File: config.mk
export PLATFORM = sky130hd
export DESIGN_NAME = branch_bit_exec
export DESIGN_NICKNAME = d
export VERILOG_FILES = /design/src/branch_exec_pkg.sv /design/src/branch_bit_exec.sv
export SDC_FILE = /design/constraint.sdc
export NUM_CORES = 1
export LEC_CHECK = 0
export CAP_MARGIN = 10
export CORE_MARGIN = 1.5
export CORE_UTILIZATION = 30
export DETAILED_ROUTE_END_ITERATION = 10
export DONT_BUFFER_PORTS = 1
export GPL_TIMING_DRIVEN = 1
export PLACE_DENSITY_LB_ADDON = 0.1
export SLEW_MARGIN = 40
export SYNTH_ARGS = -nofsm -noshare
export SYNTH_HDL_FRONTEND = slang
export SYNTH_SLANG_ARGS = --single-unit
File: constraint.sdc
create_clock -name ref_clk -period 3 [get_ports ref_clk]
set_input_delay 0.75 -clock ref_clk [delete_from_list [all_inputs] [get_ports ref_clk]]
set_output_delay 0.75 -clock ref_clk [all_outputs]
set_load 0.005 [all_outputs]
File: src/branch_exec_pkg.sv
/*
 * Shared constants and types for the branch and bit-set execute block,
 * plus the small branch target adder that the execute block instantiates.
 * Assumes a 21-bit byte program counter and a 12-bit data address space.
 */

package branch_exec_pkg;

    // ------------------------------------------------------------------
    // widths
    // ------------------------------------------------------------------
    localparam int PC_W   = 21;
    localparam int ADDR_W = 12;

    // ------------------------------------------------------------------
    // opcode fields
    // ------------------------------------------------------------------
    localparam logic [7:0] OPC_BRANCH_CARRY_CLEAR    = 8'he3; // 1110 0011
    localparam logic [7:0] OPC_BRANCH_NEGATIVE_CLEAR = 8'he7; // 1110 0111
    localparam logic [7:0] OPC_BRANCH_OVERFLOW_CLEAR = 8'he5; // 1110 0101
    localparam logic [7:0] OPC_BRANCH_ZERO_CLEAR     = 8'he1; // 1110 0001
    localparam logic [4:0] OPC_BRANCH_ALWAYS         = 5'h1a; // 1101 0
    localparam logic [3:0] OPC_SET_FILE_BIT          = 4'h8;  // 1000
    localparam int         BIT_IDX_LSB  = 9;
    localparam int         BANK_SEL_BIT = 8;

    // ------------------------------------------------------------------
    // addressing and timing
    // ------------------------------------------------------------------
    localparam logic [7:0] INDEXED_LIMIT    = 8'h5f;  // f <= 95
    localparam logic [7:0] ACCESS_LOW_LIMIT = 8'h5f;  // low access part
    localparam logic [3:0] ACCESS_HIGH_BANK = 4'hf;   // sfr part of access
    localparam logic [1:0] PHASE_DECODE     = 2'h0;
    localparam logic [1:0] PHASE_READ       = 2'h1;
    localparam logic [1:0] PHASE_PROCESS    = 2'h2;
    localparam logic [1:0] PHASE_WRITE      = 2'h3;
    localparam logic [PC_W-1:0] PC_STEP     = 21'h000002;

    // ------------------------------------------------------------------
    // types
    // ------------------------------------------------------------------
    typedef enum logic [2:0] {
        OP_NONE, OP_CARRY_CLR, OP_NEG_CLR, OP_OVF_CLR, OP_ZERO_CLR,
        OP_ALWAYS, OP_SET_BIT
    } op_t;

    typedef struct packed {
        logic negative;
        logic overflow;
        logic zero;
        logic carry;
    } flags_t;

    typedef struct packed {
        logic              rd;
        logic              wr;
        logic [ADDR_W-1:0] addr;
        logic [7:0]        wdata;
    } file_req_t;

endpackage : branch_exec_pkg

`timescale 1ns/100ps

module branch_target_adder
    import branch_exec_pkg::*;
(
    input  wire logic [PC_W-1:0] instr_pc,   // address of the branch
    input  wire logic [10:0]     offset,     // signed word offset
    input  wire logic            short_form, // 8-bit offset in use
    output logic      [PC_W-1:0] target      // pc + 2 + 2n
);
    logic [PC_W-1:0] ext;

    always_comb begin
        // the fetch has already moved the pc one word on
        if (short_form) begin
            ext = {{(PC_W-9){offset[7]}}, offset[7:0], 1'b0};
        end else begin
            ext = {{(PC_W-12){offset[10]}}, offset, 1'b0};
        end
        target = instr_pc + PC_STEP + ext;
    end
endmodule : branch_target_adder
File: src/branch_bit_exec.sv
/*
 * Decode and execute for the clear-flag short branches, the unconditional
 * relative branch and the set-file-bit instruction.
 * Assumes the fetch unit presents one instruction word with its address at
 * the decode phase, and a data memory that answers a read within one phase.
 */

`timescale 1ns/100ps

module branch_bit_exec
    import branch_exec_pkg::*;
(
    input  wire logic                              ref_clk,      // core clock
    input  wire logic                              sys_rst,      // async reset
    input  wire logic                              clk_en,       // freezes all
    input  wire logic                              instr_valid,  // word ready
    input  wire logic [15:0]                       instr_word,   // opcode
    input  wire logic [branch_exec_pkg::PC_W-1:0]  instr_pc,     // its address
    input  wire branch_exec_pkg::flags_t           status_flags, // live flags
    input  wire logic [3:0]                        bank_select_register, // bank
    input  wire logic                              ext_set_en,   // extended set
    input  wire logic [branch_exec_pkg::ADDR_W-1:0] index_base,  // literal base
    input  wire logic [7:0]                        file_rdata,   // read data
    output branch_exec_pkg::file_req_t             file_req,     // data access
    output logic                                   pc_load,      // pc write
    output logic [branch_exec_pkg::PC_W-1:0]       pc_target,    // new pc
    output logic [1:0]                             phase,        // q phase
    output logic                                   flush_cycle,  // nop cycle
    output logic                                   flags_we      // always low
);
    import branch_exec_pkg::*;

    // ------------------------------------------------------------------
    // phase counter
    // ------------------------------------------------------------------
    logic [1:0] phase_q, phase_d;

    always_comb begin
        phase_d = phase_q + 2'h1;
    end

    always_ff @(posedge ref_clk or posedge sys_rst) begin
        if (sys_rst) begin
            phase_q <= PHASE_DECODE;
        end else if (clk_en) begin
            phase_q <= phase_d;
        end
    end

    // ------------------------------------------------------------------
    // decode
    // ------------------------------------------------------------------
    op_t dec_op;

    always_comb begin
        dec_op = OP_NONE;
        case (instr_word[15:8])
            OPC_BRANCH_CARRY_CLEAR:    dec_op = OP_CARRY_CLR;
            OPC_BRANCH_NEGATIVE_CLEAR: dec_op = OP_NEG_CLR;
            OPC_BRANCH_OVERFLOW_CLEAR: dec_op = OP_OVF_CLR;
            OPC_BRANCH_ZERO_CLEAR:     dec_op = OP_ZERO_CLR;
            default: begin
                if (instr_word[15:11] == OPC_BRANCH_ALWAYS) begin
                    dec_op = OP_ALWAYS;
                end else if (instr_word[15:12] == OPC_SET_FILE_BIT) begin
                    dec_op = OP_SET_BIT;
                end
            end
        endcase
    end

    // ------------------------------------------------------------------
    // execute state
    // ------------------------------------------------------------------
    op_t             op_q, op_d;
    logic [15:0]     word_q, word_d;
    logic [PC_W-1:0] pc_q, pc_d;
    flags_t          flg_q, flg_d;
    logic            taken_q, taken_d;
    logic            flush_q, flush_d;
    logic [7:0]      data_q, data_d;
    file_req_t       req_q, req_d;
    logic            load_q, load_d;
    logic [PC_W-1:0] tgt_q, tgt_d;
    logic [PC_W-1:0] adder_out;
    logic [ADDR_W-1:0] eff_addr;
    logic [7:0]      f_addr;

    branch_target_adder u_target (
        .instr_pc   (pc_q),
        .offset     (word_q[10:0]),
        .short_form (op_q != OP_ALWAYS),
        .target     (adder_out)
    );

    // the operand address settles from the live bank and index inputs at the
    // read phase edge; they must hold steady from decode up to that edge
    always_comb begin
        f_addr = word_q[7:0];
        if (!word_q[BANK_SEL_BIT] && ext_set_en && f_addr <= INDEXED_LIMIT) begin
            eff_addr = index_base + {4'h0, f_addr};
        end else if (!word_q[BANK_SEL_BIT]) begin
            // access bank: low part of bank 0, upper part is the sfr bank
            eff_addr = (f_addr <= ACCESS_LOW_LIMIT) ? {4'h0, f_addr}
                                                    : {ACCESS_HIGH_BANK, f_addr};
        end else begin
            eff_addr = {bank_select_register, f_addr};
        end
    end

    always_comb begin
        op_d    = op_q;
        word_d  = word_q;
        pc_d    = pc_q;
        flg_d   = flg_q;
        taken_d = taken_q;
        flush_d = flush_q;
        data_d  = data_q;
        req_d   = '0;
        req_d.addr = req_q.addr;
        load_d  = 1'b0;
        tgt_d   = tgt_q;
        case (phase_q)
            PHASE_DECODE: begin
                // a taken branch's second cycle executes nothing
                flush_d = taken_q;
                taken_d = 1'b0;
                // an offer in the nop cycle is dropped, not queued: the fetch
                // side must present the word at the branch target again
                if (!taken_q && instr_valid) begin
                    op_d   = dec_op;
                    word_d = instr_word;
                    pc_d   = instr_pc;
                    flg_d  = status_flags;
                end else begin
                    op_d = OP_NONE;
                end
            end
            PHASE_READ: begin
                if (op_q == OP_SET_BIT) begin
                    req_d.rd   = 1'b1;
                    req_d.addr = eff_addr;
                end
            end
            PHASE_PROCESS: begin
                data_d = file_rdata | (8'h01 << word_q[BIT_IDX_LSB +: 3]);
                case (op_q)
                    OP_CARRY_CLR: taken_d = !flg_q.carry;
                    OP_NEG_CLR:   taken_d = !flg_q.negative;
                    OP_OVF_CLR:   taken_d = !flg_q.overflow;
                    OP_ZERO_CLR:  taken_d = !flg_q.zero;
                    OP_ALWAYS:    taken_d = 1'b1;
                    default:      taken_d = 1'b0;
                endcase
                tgt_d = adder_out;
            end
            PHASE_WRITE: begin
                load_d = taken_q;
                if (op_q == OP_SET_BIT) begin
                    req_d.wr    = 1'b1;
                    req_d.wdata = data_q;
                end
            end
            default: begin
                op_d = OP_NONE;
            end
        endcase
    end

    always_ff @(posedge ref_clk or posedge sys_rst) begin
        if (sys_rst) begin
            op_q    <= OP_NONE;
            word_q  <= 16'h0000;
            pc_q    <= '0;
            flg_q   <= '0;
            taken_q <= 1'b0;
            flush_q <= 1'b0;
            data_q  <= 8'h00;
            req_q   <= '0;
            load_q  <= 1'b0;
            tgt_q   <= '0;
        end else if (clk_en) begin
            op_q    <= op_d;
            word_q  <= word_d;
            pc_q    <= pc_d;
            flg_q   <= flg_d;
            taken_q <= taken_d;
            flush_q <= flush_d;
            data_q  <= data_d;
            req_q   <= req_d;
            load_q  <= load_d;
            tgt_q   <= tgt_d;
        end
    end

    // ------------------------------------------------------------------
    // outputs
    // ------------------------------------------------------------------
    // plain copies of registers, so every output but the tied-low flags_we leaves a flip-flop
    always_comb begin
        file_req    = req_q;
        pc_load     = load_q;
        pc_target   = tgt_q;
        phase       = phase_q;
        flush_cycle = flush_q;
        flags_we    = 1'b0;
    end

endmodule : branch_bit_exec

==> Yosys cells after proc, flatten, opt, wreduce, memory -nomap -nowiden <==
Cells that the tools add are included.
{ "totals": {"wordCells": 72, "inputBits": 70, "ff_bits": 96, "ram_bits": 0, "out_inout_bits": 48, "romBits": 0, "latchBits": 0, "memories": 0} }
{ "op_classes": {"mux": 16, "reduce_logical": 16, "addsub": 4, "shifts": 1, "bitwise_logic": 1, "multipliers": 0, "eq_ne": 16, "order_cmp": 1, "n_div": 0} }
{ "op_table": {"columns": ["op", "n"], "rows": [
  ["$mux 12", 3],
  ["$eq 8x8->1 const B", 4],
  ["$add 21x2->21 const B", 1],
  ["$add 21x21->21", 1],
  ["$mux 21", 1],
  ["$mux 8", 2],
  ["$add 12x8->12", 1],
  ["$pmux 3 s4", 1],
  ["$eq 3x3->1 const B", 3],
  ["$mux 3", 3],
  ["$le 8x7->1 const B", 1],
  ["$or 8x8->8", 1],
  ["$shl 1x3->8 const A", 1],
  ["$eq 3x2->1 const B", 2],
  ["$logic_not 1->1", 6],
  ["$reduce_and 2->1", 3],
  ["$reduce_and 3->1", 2],
  ["$eq 5x5->1 const B", 1],
  ["$pmux 1 s5", 1],
  ["$eq 2x2->1 const B", 2],
  ["$eq 4x4->1 const B", 1],
  ["$mux 1", 4],
  ["$eq 3x1->1 const B", 1],
  ["$logic_and 1x1->1", 3],
  ["6 further kinds", 6]
]} }

==> Depth between registers and ports, before layout <==
Gate-level depths: netlist of run 1.
{ "logic_depth": {"ltp_word": 5, "depth_mapped": 12, "depth_no_buf": 12} }

==> Hierarchy <==
From an unflattened synthesis of run 1, not the netlist that was laid out.
{ "hier_totals": {"hier_cells": 570, "hier_area_um2": 5537.8} }
{ "modules_own_cells": {"columns": ["module", "seq_area_each_um2", "cells_per_inst", "n_inst", "area_per_inst_um2"], "rows": [
  ["branch_bit_exec", 2402.3, 422, 1, 4367.9],
  ["branch_target_adder", 0.0, 148, 1, 1169.9]
]} }

==> Worst setup path before layout of run 1 <==
Ideal clock, no wire load.
{ "synth_timing": {"path_kind": "register -> register", "start": "register op_q[1]", "end": "register tgt_q[17], in the netlist pc_target[17]", "required_ns": 2.869, "path_stages_with_launch": 10, "setup_ns": 0.131, "path_buffers": 0, "path_slack_ns": -0.311, "t_arrival_ns": 3.179, "period_less_slack_ns": 3.311, "cell_sequence": "dfrtp_1 > nand3b_1 > o21ai_0 > ha_1 > ha_1 > or4_4 > o21ai_4 > o21ai_2 > nor4bb_1 > or3_1"} }
{ "synth_between": {"elab_chain_cells": 3} }
{ "synth_lines": {"columns": ["item", "line_no", "rtl"], "rows": [
  ["from (decl)", "branch_bit_exec.sv:75", "op_t op_q, op_d;"],
  ["from (signal assigned)", "branch_bit_exec.sv:183", "op_q <= op_d;"],
  ["$ne 3x3->1", "branch_bit_exec.sv:92", ".short_form (op_q != OP_ALWAYS),"],
  ["$mux 21", "branch_exec_pkg.sv:77", "if (short_form) begin"],
  ["$add 21x21->21", "branch_exec_pkg.sv:82", "target = instr_pc + PC_STEP + ext;"],
  ["to (signal assigned)", "branch_bit_exec.sv:192", "tgt_q <= tgt_d;"],
  ["to (decl)", "branch_bit_exec.sv:84", "logic [PC_W-1:0] tgt_q, tgt_d;"]
]} }
Every way passes these cells.
A chain may end at the register's enable or synchronous reset.

==> Worst setup path after layout of run 1 <==
Same ends and word-level chain as after synthesis.

==> results of run 1 <==
==> worst max path at each step <==
| stage | end | cells after the start | startpoint |
|---|---|---|---|
| floorplan | pc_target[17] | 9 | op_q[1] |
| global placement | pc_target[17] | 11 | op_q[1] |
| detailed placement | pc_target[17] | 11 | op_q[1] |
| CTS | pc_target[17] | 11 | op_q[1] |
| global route | pc_target[19] | 12 | op_q[1] |
| finish | pc_target[17] | 11 | op_q[1] |
==> metal layers <==
metal	share of wire, %	up-vias	track usage (%)
li1	-	2045	-
met1	46	1915	19.8
met2	44	97	22.4
met3	7.9	11	4.74
met4	1.4	0	5.67
met5	0	-	0
==> power breakdown <==
group	switching (mW)	internal [mW]
Combinational	1.79	1.39
Clock	0.509	0.669
Sequential	0.375	1.75
==> per-stage QoR <==
stage	instance area [um2]	util, %	setup TNS (ns)	power [mW]
final	6060	34.9	0	6.47
after floorplan	5360	-	-0.0506	4.40
after global placement	5720	32.9	0	5.23
after global routing	6060	34.9	-0.197	7.15
after CTS	6020	34.7	0	6.50
after detailed placement	5720	32.9	0	5.27
==> kinds of logic (layout without fill, tap and decap cells) <==
family | count (synthesis) | after routing
AO/OA/AOI/OAI | 149 | 149
XOR/XNOR | 25 | 25
adder cells (fa/ha/maj) | 51 | 51
buffers and inverters | 44 | 60
flip-flops | 96 | 96
multiplexers | 8 | 8
other | 1 | 1
AND/OR/NAND/NOR | 211 | 211
==> cells in the mapped netlist (2+ instances only) <==
master | count | area (um2)
nor3_1 | 10 | 50.1
xor2_1 | 12 | 105
o22ai_1 | 3 | 18.8
nand2b_1 | 6 | 37.5
mux2_2 | 6 | 67.6
a21o_1 | 9 | 67.6
a31o_2 | 2 | 17.5
a211oi_1 | 5 | 37.5
clkbuf_1 | 15 | 56.3
a31oi_1 | 10 | 62.6
dfrtp_1 | 96 | 2400
o21ai_0 | 63 | 315
nor2_1 | 20 | 75.1
nand4_1 | 3 | 18.8
buf_2 | 2 | 10.0
nand3_1 | 7 | 35.0
a22o_1 | 11 | 96.3
o21ai_1 | 4 | 20.0
nor2b_1 | 6 | 37.5
fa_1 | 2 | 40.0
mux2i_1 | 2 | 20.0
inv_1 | 24 | 90.1
ha_1 | 49 | 613
nand4b_1 | 2 | 17.5
xnor2_1 | 13 | 114
o32ai_1 | 2 | 17.5
a21oi_1 | 30 | 150
nand2_1 | 146 | 548
==> flip-flops by register name (all words and copies together), names as in the netlist <==
signal       cells
file_req        22
pc_q            21
pc_target       21
word_q          12
data_q           8
flg_q            4
op_q             3
phase            2
flush_cycle      1
pc_load          1
taken_q          1
==> worst reg2reg max path, cell delays in order (launching register included) <==
cell and delay (ns):
dfrtp_1 0.37, nand3b_1 0.25, nand2_2 0.13, o21ai_1 0.07, ha_1 0.33, ha_4 0.25
a21o_1 0.16, or4_4 0.49, o21ai_4 0.17, o21ai_2 0.08, nor4bb_1 0.14, or3_1 0.31
==> final cells by class <==
| class | count | area [um2] | share of cell area [%] |
|---|---|---|---|
| flip-flops and latches | 96 | 2400 | 39.7 |
| multi-input cells | 445 | 2830 | 46.8 |
| inverters | 25 | 97.6 | 1.61 |
| clock buffers | 11 | 243 | 4.01 |
| repair buffers | 19 | 143 | 2.35 |
| clock inverters | 5 | 56.3 | 0.930 |
| well taps | 225 | 282 | 4.65 |
==> impl_metrics.ini, run 1 <==
[sta]
grt_setup_unrepaired = yes
min_period_over_period_pct = 96.1
worst-slew-pin-transition_ns = 0.571
hold-worst-slack_ns = 0.214
hold_viol_final = 0
finalWorstSetupSlack_ns = 0.116
timing.final.crit_period_ns = 2.88
final-setup-viol-count = 0
slew_headroom_pct = 61.8
drv_slew = 0
fmax_ghz = 0.347
finalClockSkew_ns = 0.00570

[placement]
place.port_buffers = 0
placed_cells = 810
dp_worst_setup_slack_ns = 0.0568
hpwl_um = 10300
place_congestion = 0.839

[global_route]
grt_pass1_wl_um = 21200
grt_overflow = 0
pin_count_of_the_biggest_net_entering_global_routing = 43
groute.usage.overall_pct = 14.9
antenna_found_initial = 0
grt_pass1_vias = 3953

[synth]
compound_cell_area_share_of_the_yosys_netlist_pct = 17.0
synth_top_family_by_area = compound AO/OA/AOI/OAI gates
synth_mux_area_share_pct = 1.63
synthesis.yosys.warnings = 0
synth_cell_types = 53
synth_cells = 585
async_reset_ff_share_pct = 100
post_synth.cell_area_avg_um2 = 9.16
postSynth.topFlopCell = dfrtp_1
ys_ff_latch = 96
synth_fp_nets = 706
adder_cell_share_of_the_synthesized_area_pct = 12.2
total_standard_cell_area_after_synthesis_um2 = 5360
synthSimpleGateAreaFrac_pct = 17.0
synthXorXnorAreaFrac_pct = 4.09
fraction_of_the_yosys_area_taken_by_sequential_cells_pct = 44.8
synth-edff-count = 0

[cells_and_area]
antenna_cells = 0
layout-area-overhead-vs-synth_pct = 13.1
mostFrequentLayoutCell = nand2_1
fillers = 1776
fin_cells = 826
fin_nets = 717
most-common-layout-cells = nand2_1, dfrtp_1, o21ai_0
layout-drive-gt1-share_pct = 10.3

[die]
core-area_um2 = 17400
placementRows = 48
boundaryPins = 118
initial_core_util_pct = 30.9
die_h_um = 137
die_width_um = 137
dieArea_um2 = 18700

[route]
detail_route.iter0.violations = 168
antenna_violating_nets_post_route = 0
num_vias = 4068
post_drt_via_cell_ratio = 4.92
detail_route.wirelength_um = 13400
dr.pass1.iters = 4
routed_wire_length_per_instance_um = 16.2
drc = 0

[clock_tree]
cts.clk_slew.worst_paths_ns = 0.07
cts-buffers-inserted = 9
cts_hold_buf = 0
cts-htree-levels = 3
gates_resized_cts_repair = 0
tritoncts = yes
root_buffer = clkbuf_16
worst_skew_pair.late_latency_ns = 0.35
postCtsSetupRepairBufs = 0
cts.sinks = 96
clockBufferDepth = 2

[worst_setup_path]
worstPathMaxFanout = 4
timing.critical_path.to_type = register
timing.critical_path.arrival_ns = 3.11
critical-path-top-delay-family = simple AND/OR/NAND/NOR gates
worst_r2r_path_depth = 11
worst-path-buf-inv = 0
critPathLaunchType = register
critPathSlowestCell = or4_4
critPathKind = register to register
critical_path.cell_chain = nand3b_1 > nand2_2 > o21ai_1 > ha_1 > ha_4 > a21o_1 > or4_4 > o21ai_4 > o21ai_2 > nor4bb_1 > or3_1
regToRegEndpoint = pc_target[17]
critPathMaxStageDelay_ns = 0.49
rr_startpoint = op_q[1]
ff2ff_setup_slack_ns = 0.12
critical_path_required_ns = 3.23

[pwr]
vdd_ir_drop_max_v = 0.000401
leakagePower_nw = 2.91
cellPowerDensity_nw_per_um2 = 1070

[min_path]
worst_hold_path_type = primary input to async pin

[status]
status = complete, no violations

[flow_run]
max_cap_violations = 0
(Power assumes the default switching activity.)
==> inputs of run 2 (changes only) <==
Clock period 3 ns to 3.62 ns, I/O delays scaled along.
==> impl_metrics.ini, run 2 (synthesized netlist as in run 1, its figures left out) <==
[pwr]
p_comb_share_pct = 46.5
vdd_ir_drop_max_v = 0.000300
power_frac_seq_pct = 33.7
proportion_of_power_drawn_by_the_clock_network_pct = 19.9
leakagePower_nw = 2.86
switching_share_pct = 41.1
cellPowerDensity_nw_per_um2 = 887
netSwitchingPower_mw = 2.17
internal_power_mw = 3.10

[worst_setup_path]
rr_startpoint = op_q[1]
critPathKind = register to register
worst-path-buf-inv = 0
worstPathMaxFanout = 5
crit_top_cell = ha_1
critical_path_required_ns = 3.85
critical_path.cell_chain = nand3b_1 > nand2_1 > o21ai_0 > ha_1 > ha_1 > a21o_1 > or4_4 > o21ai_4 > o21ai_2 > nor4bb_1 > or3_1
critPathSlowestCell = or4_4
timing.critical_path.arrival_ns = 3.38
timing.critical_path.to_type = register
critical-path-top-delay-family = simple AND/OR/NAND/NOR gates
setup.worst_path.start = op_q[1]
critPathLaunchType = register
critPathMaxStageDelay_ns = 0.49

[sta]
grt_setup_unrepaired = no
totalNegativeSetupSlack_ns = 0
finalClockSkew_ns = 0.00897
hold_viol_final = 0
timing.final.crit_period_ns = 3.16
worst-slew-pin-transition_ns = 0.718
drv_slew = 0
min_period_over_period_pct = 87.2
fmax_ghz = 0.317
slew_headroom_pct = 52.0
final-setup-viol-count = 0

[global_route]
grt_overflow = 0
grt_util_met3_pct = 4.48
grt_pass1_vias = 3924
pin_count_of_the_biggest_net_entering_global_routing = 54
grt_pass1_wl_um = 20900
groute.usage.overall_pct = 14.6
antenna_found_initial = 0
groute.layer.met2.usage_pct = 21.8
grt-busiest-layer = met2
use_met1_pct = 19.7

[die]
dieArea_um2 = 18700
initial_core_util_pct = 30.9
die_h_um = 137
core-area_um2 = 17400
die_width_um = 137
boundaryPins = 118
placementRows = 48

[clock_tree]
cts-htree-levels = 3
postCtsSetupRepairBufs = 0
gates_resized_cts_repair = 0
cts.sinks = 96
cts_hold_buf = 0
tritoncts = yes
clockBufferDepth = 2
cts-buffers-inserted = 9
cts.clk_slew.worst_paths_ns = 0.07
root_buffer = clkbuf_16
worst_skew_pair.late_latency_ns = 0.35

[flow_run]
max_cap_violations = 0

[cells_and_area]
most-common-layout-cells = nand2_1, dfrtp_1, o21ai_0
layout-area-overhead-vs-synth_pct = 11.0
layout-drive-gt1-share_pct = 6.98
regArea_um2 = 2400
mostFrequentLayoutCell = nand2_1
fin_nets = 703
fillers = 1829
largest_reg_flops = 22
combined_area_of_the_multi_input_logic_cells_um2 = 2790
antenna_cells = 0
postLayoutCoreUtil_pct = 34.2

[route]
num_vias = 3988
detail_route.iter0.violations = 207
detail_route.wirelength_um = 13200
dr.pass1.iters = 4
drc = 0
post_drt_via_cell_ratio = 4.91
routed_wire_length_per_instance_um = 16.2
antenna_violating_nets_post_route = 0

[status]
status = complete, no violations

[placement]
hpwl_um = 10100
place_congestion = 0.847
place.port_buffers = 0

[min_path]
worst_hold_path_type = register to register
hold_path_startpoint = flg_q[0]
run 2: changes by cell type in the layout (fill, tap and decap cells not counted), sizes merged:
cell	before	now
buf	19	5
clkinv	3	2
bufinv	1	2
clkinvlp	2	0
inv	24	26
run 2: per-layer routing:
| layer | part of all wire, % | wire length, um |
|---|---|---|
| met5 | 0 | 0 |
| met2 | 44 | 5740 |
| met4 | 1.8 | 243 |
| met3 | 7.1 | 933 |
| met1 | 48 | 6270 |
run 2: power groups by stage:
stage | Combinational, mW | Sequential [mW] | Clock [mW]
floorplan | 1.97 | 1.68 | 0
global placement | 2.44 | 1.80 | 0
detailed placement | 2.46 | 1.80 | 0
CTS | 2.49 | 1.79 | 1.08
global route | 2.82 | 1.83 | 1.13
finish | 2.45 | 1.77 | 1.05
run 2: per-stage QoR:
stage | setup slack [ns] | instances | total power, mW | hold WS [ns] | cell area [um2]
after global routing | 0.273 | 812 | 5.78 | 0.492 | 5940
after floorplan | 0.210 | 585 | 3.64 | 0.437 | 5360
after global placement | 0.521 | 796 | 4.24 | 0.457 | 5620
after detailed placement | 0.454 | 796 | 4.27 | 0.467 | 5620
after CTS | 0.436 | 812 | 5.36 | 0.483 | 5940
final | 0.464 | 812 | 5.27 | 0.478 | 5940
run 2: worst register-to-register path, stage by stage, from the launching register on:
cell and delay (ns):
dfrtp_1 0.42, nand3b_1 0.25, nand2_1 0.13, o21ai_0 0.10
ha_1 0.29, ha_1 0.35, a21o_1 0.19, or4_4 0.49
o21ai_4 0.21, o21ai_2 0.09, nor4bb_1 0.14, or3_1 0.38
run 2: path summary, 6_finish.rpt:
path	to	slack (ns)	cells after the start
max	pc_target[17]	0.46	11
min	flg_q[0]	0.48	2
max reg2reg	pc_target[17]	0.46	11
max in group asynchronous	file_req[14]	2.44	2
min reg2reg	flg_q[0]	0.48	2
min in group asynchronous	pc_target[20]	0.49	1
run 2: layout make-up:
type | count | area share, %
flip-flops and latches | 96 | 40.4
clock inverters | 5 | 1.33
repair buffers | 5 | 0.842
clock buffers | 11 | 4.08
multi-input cells | 445 | 47.0
inverters | 25 | 1.62
well taps | 225 | 4.74
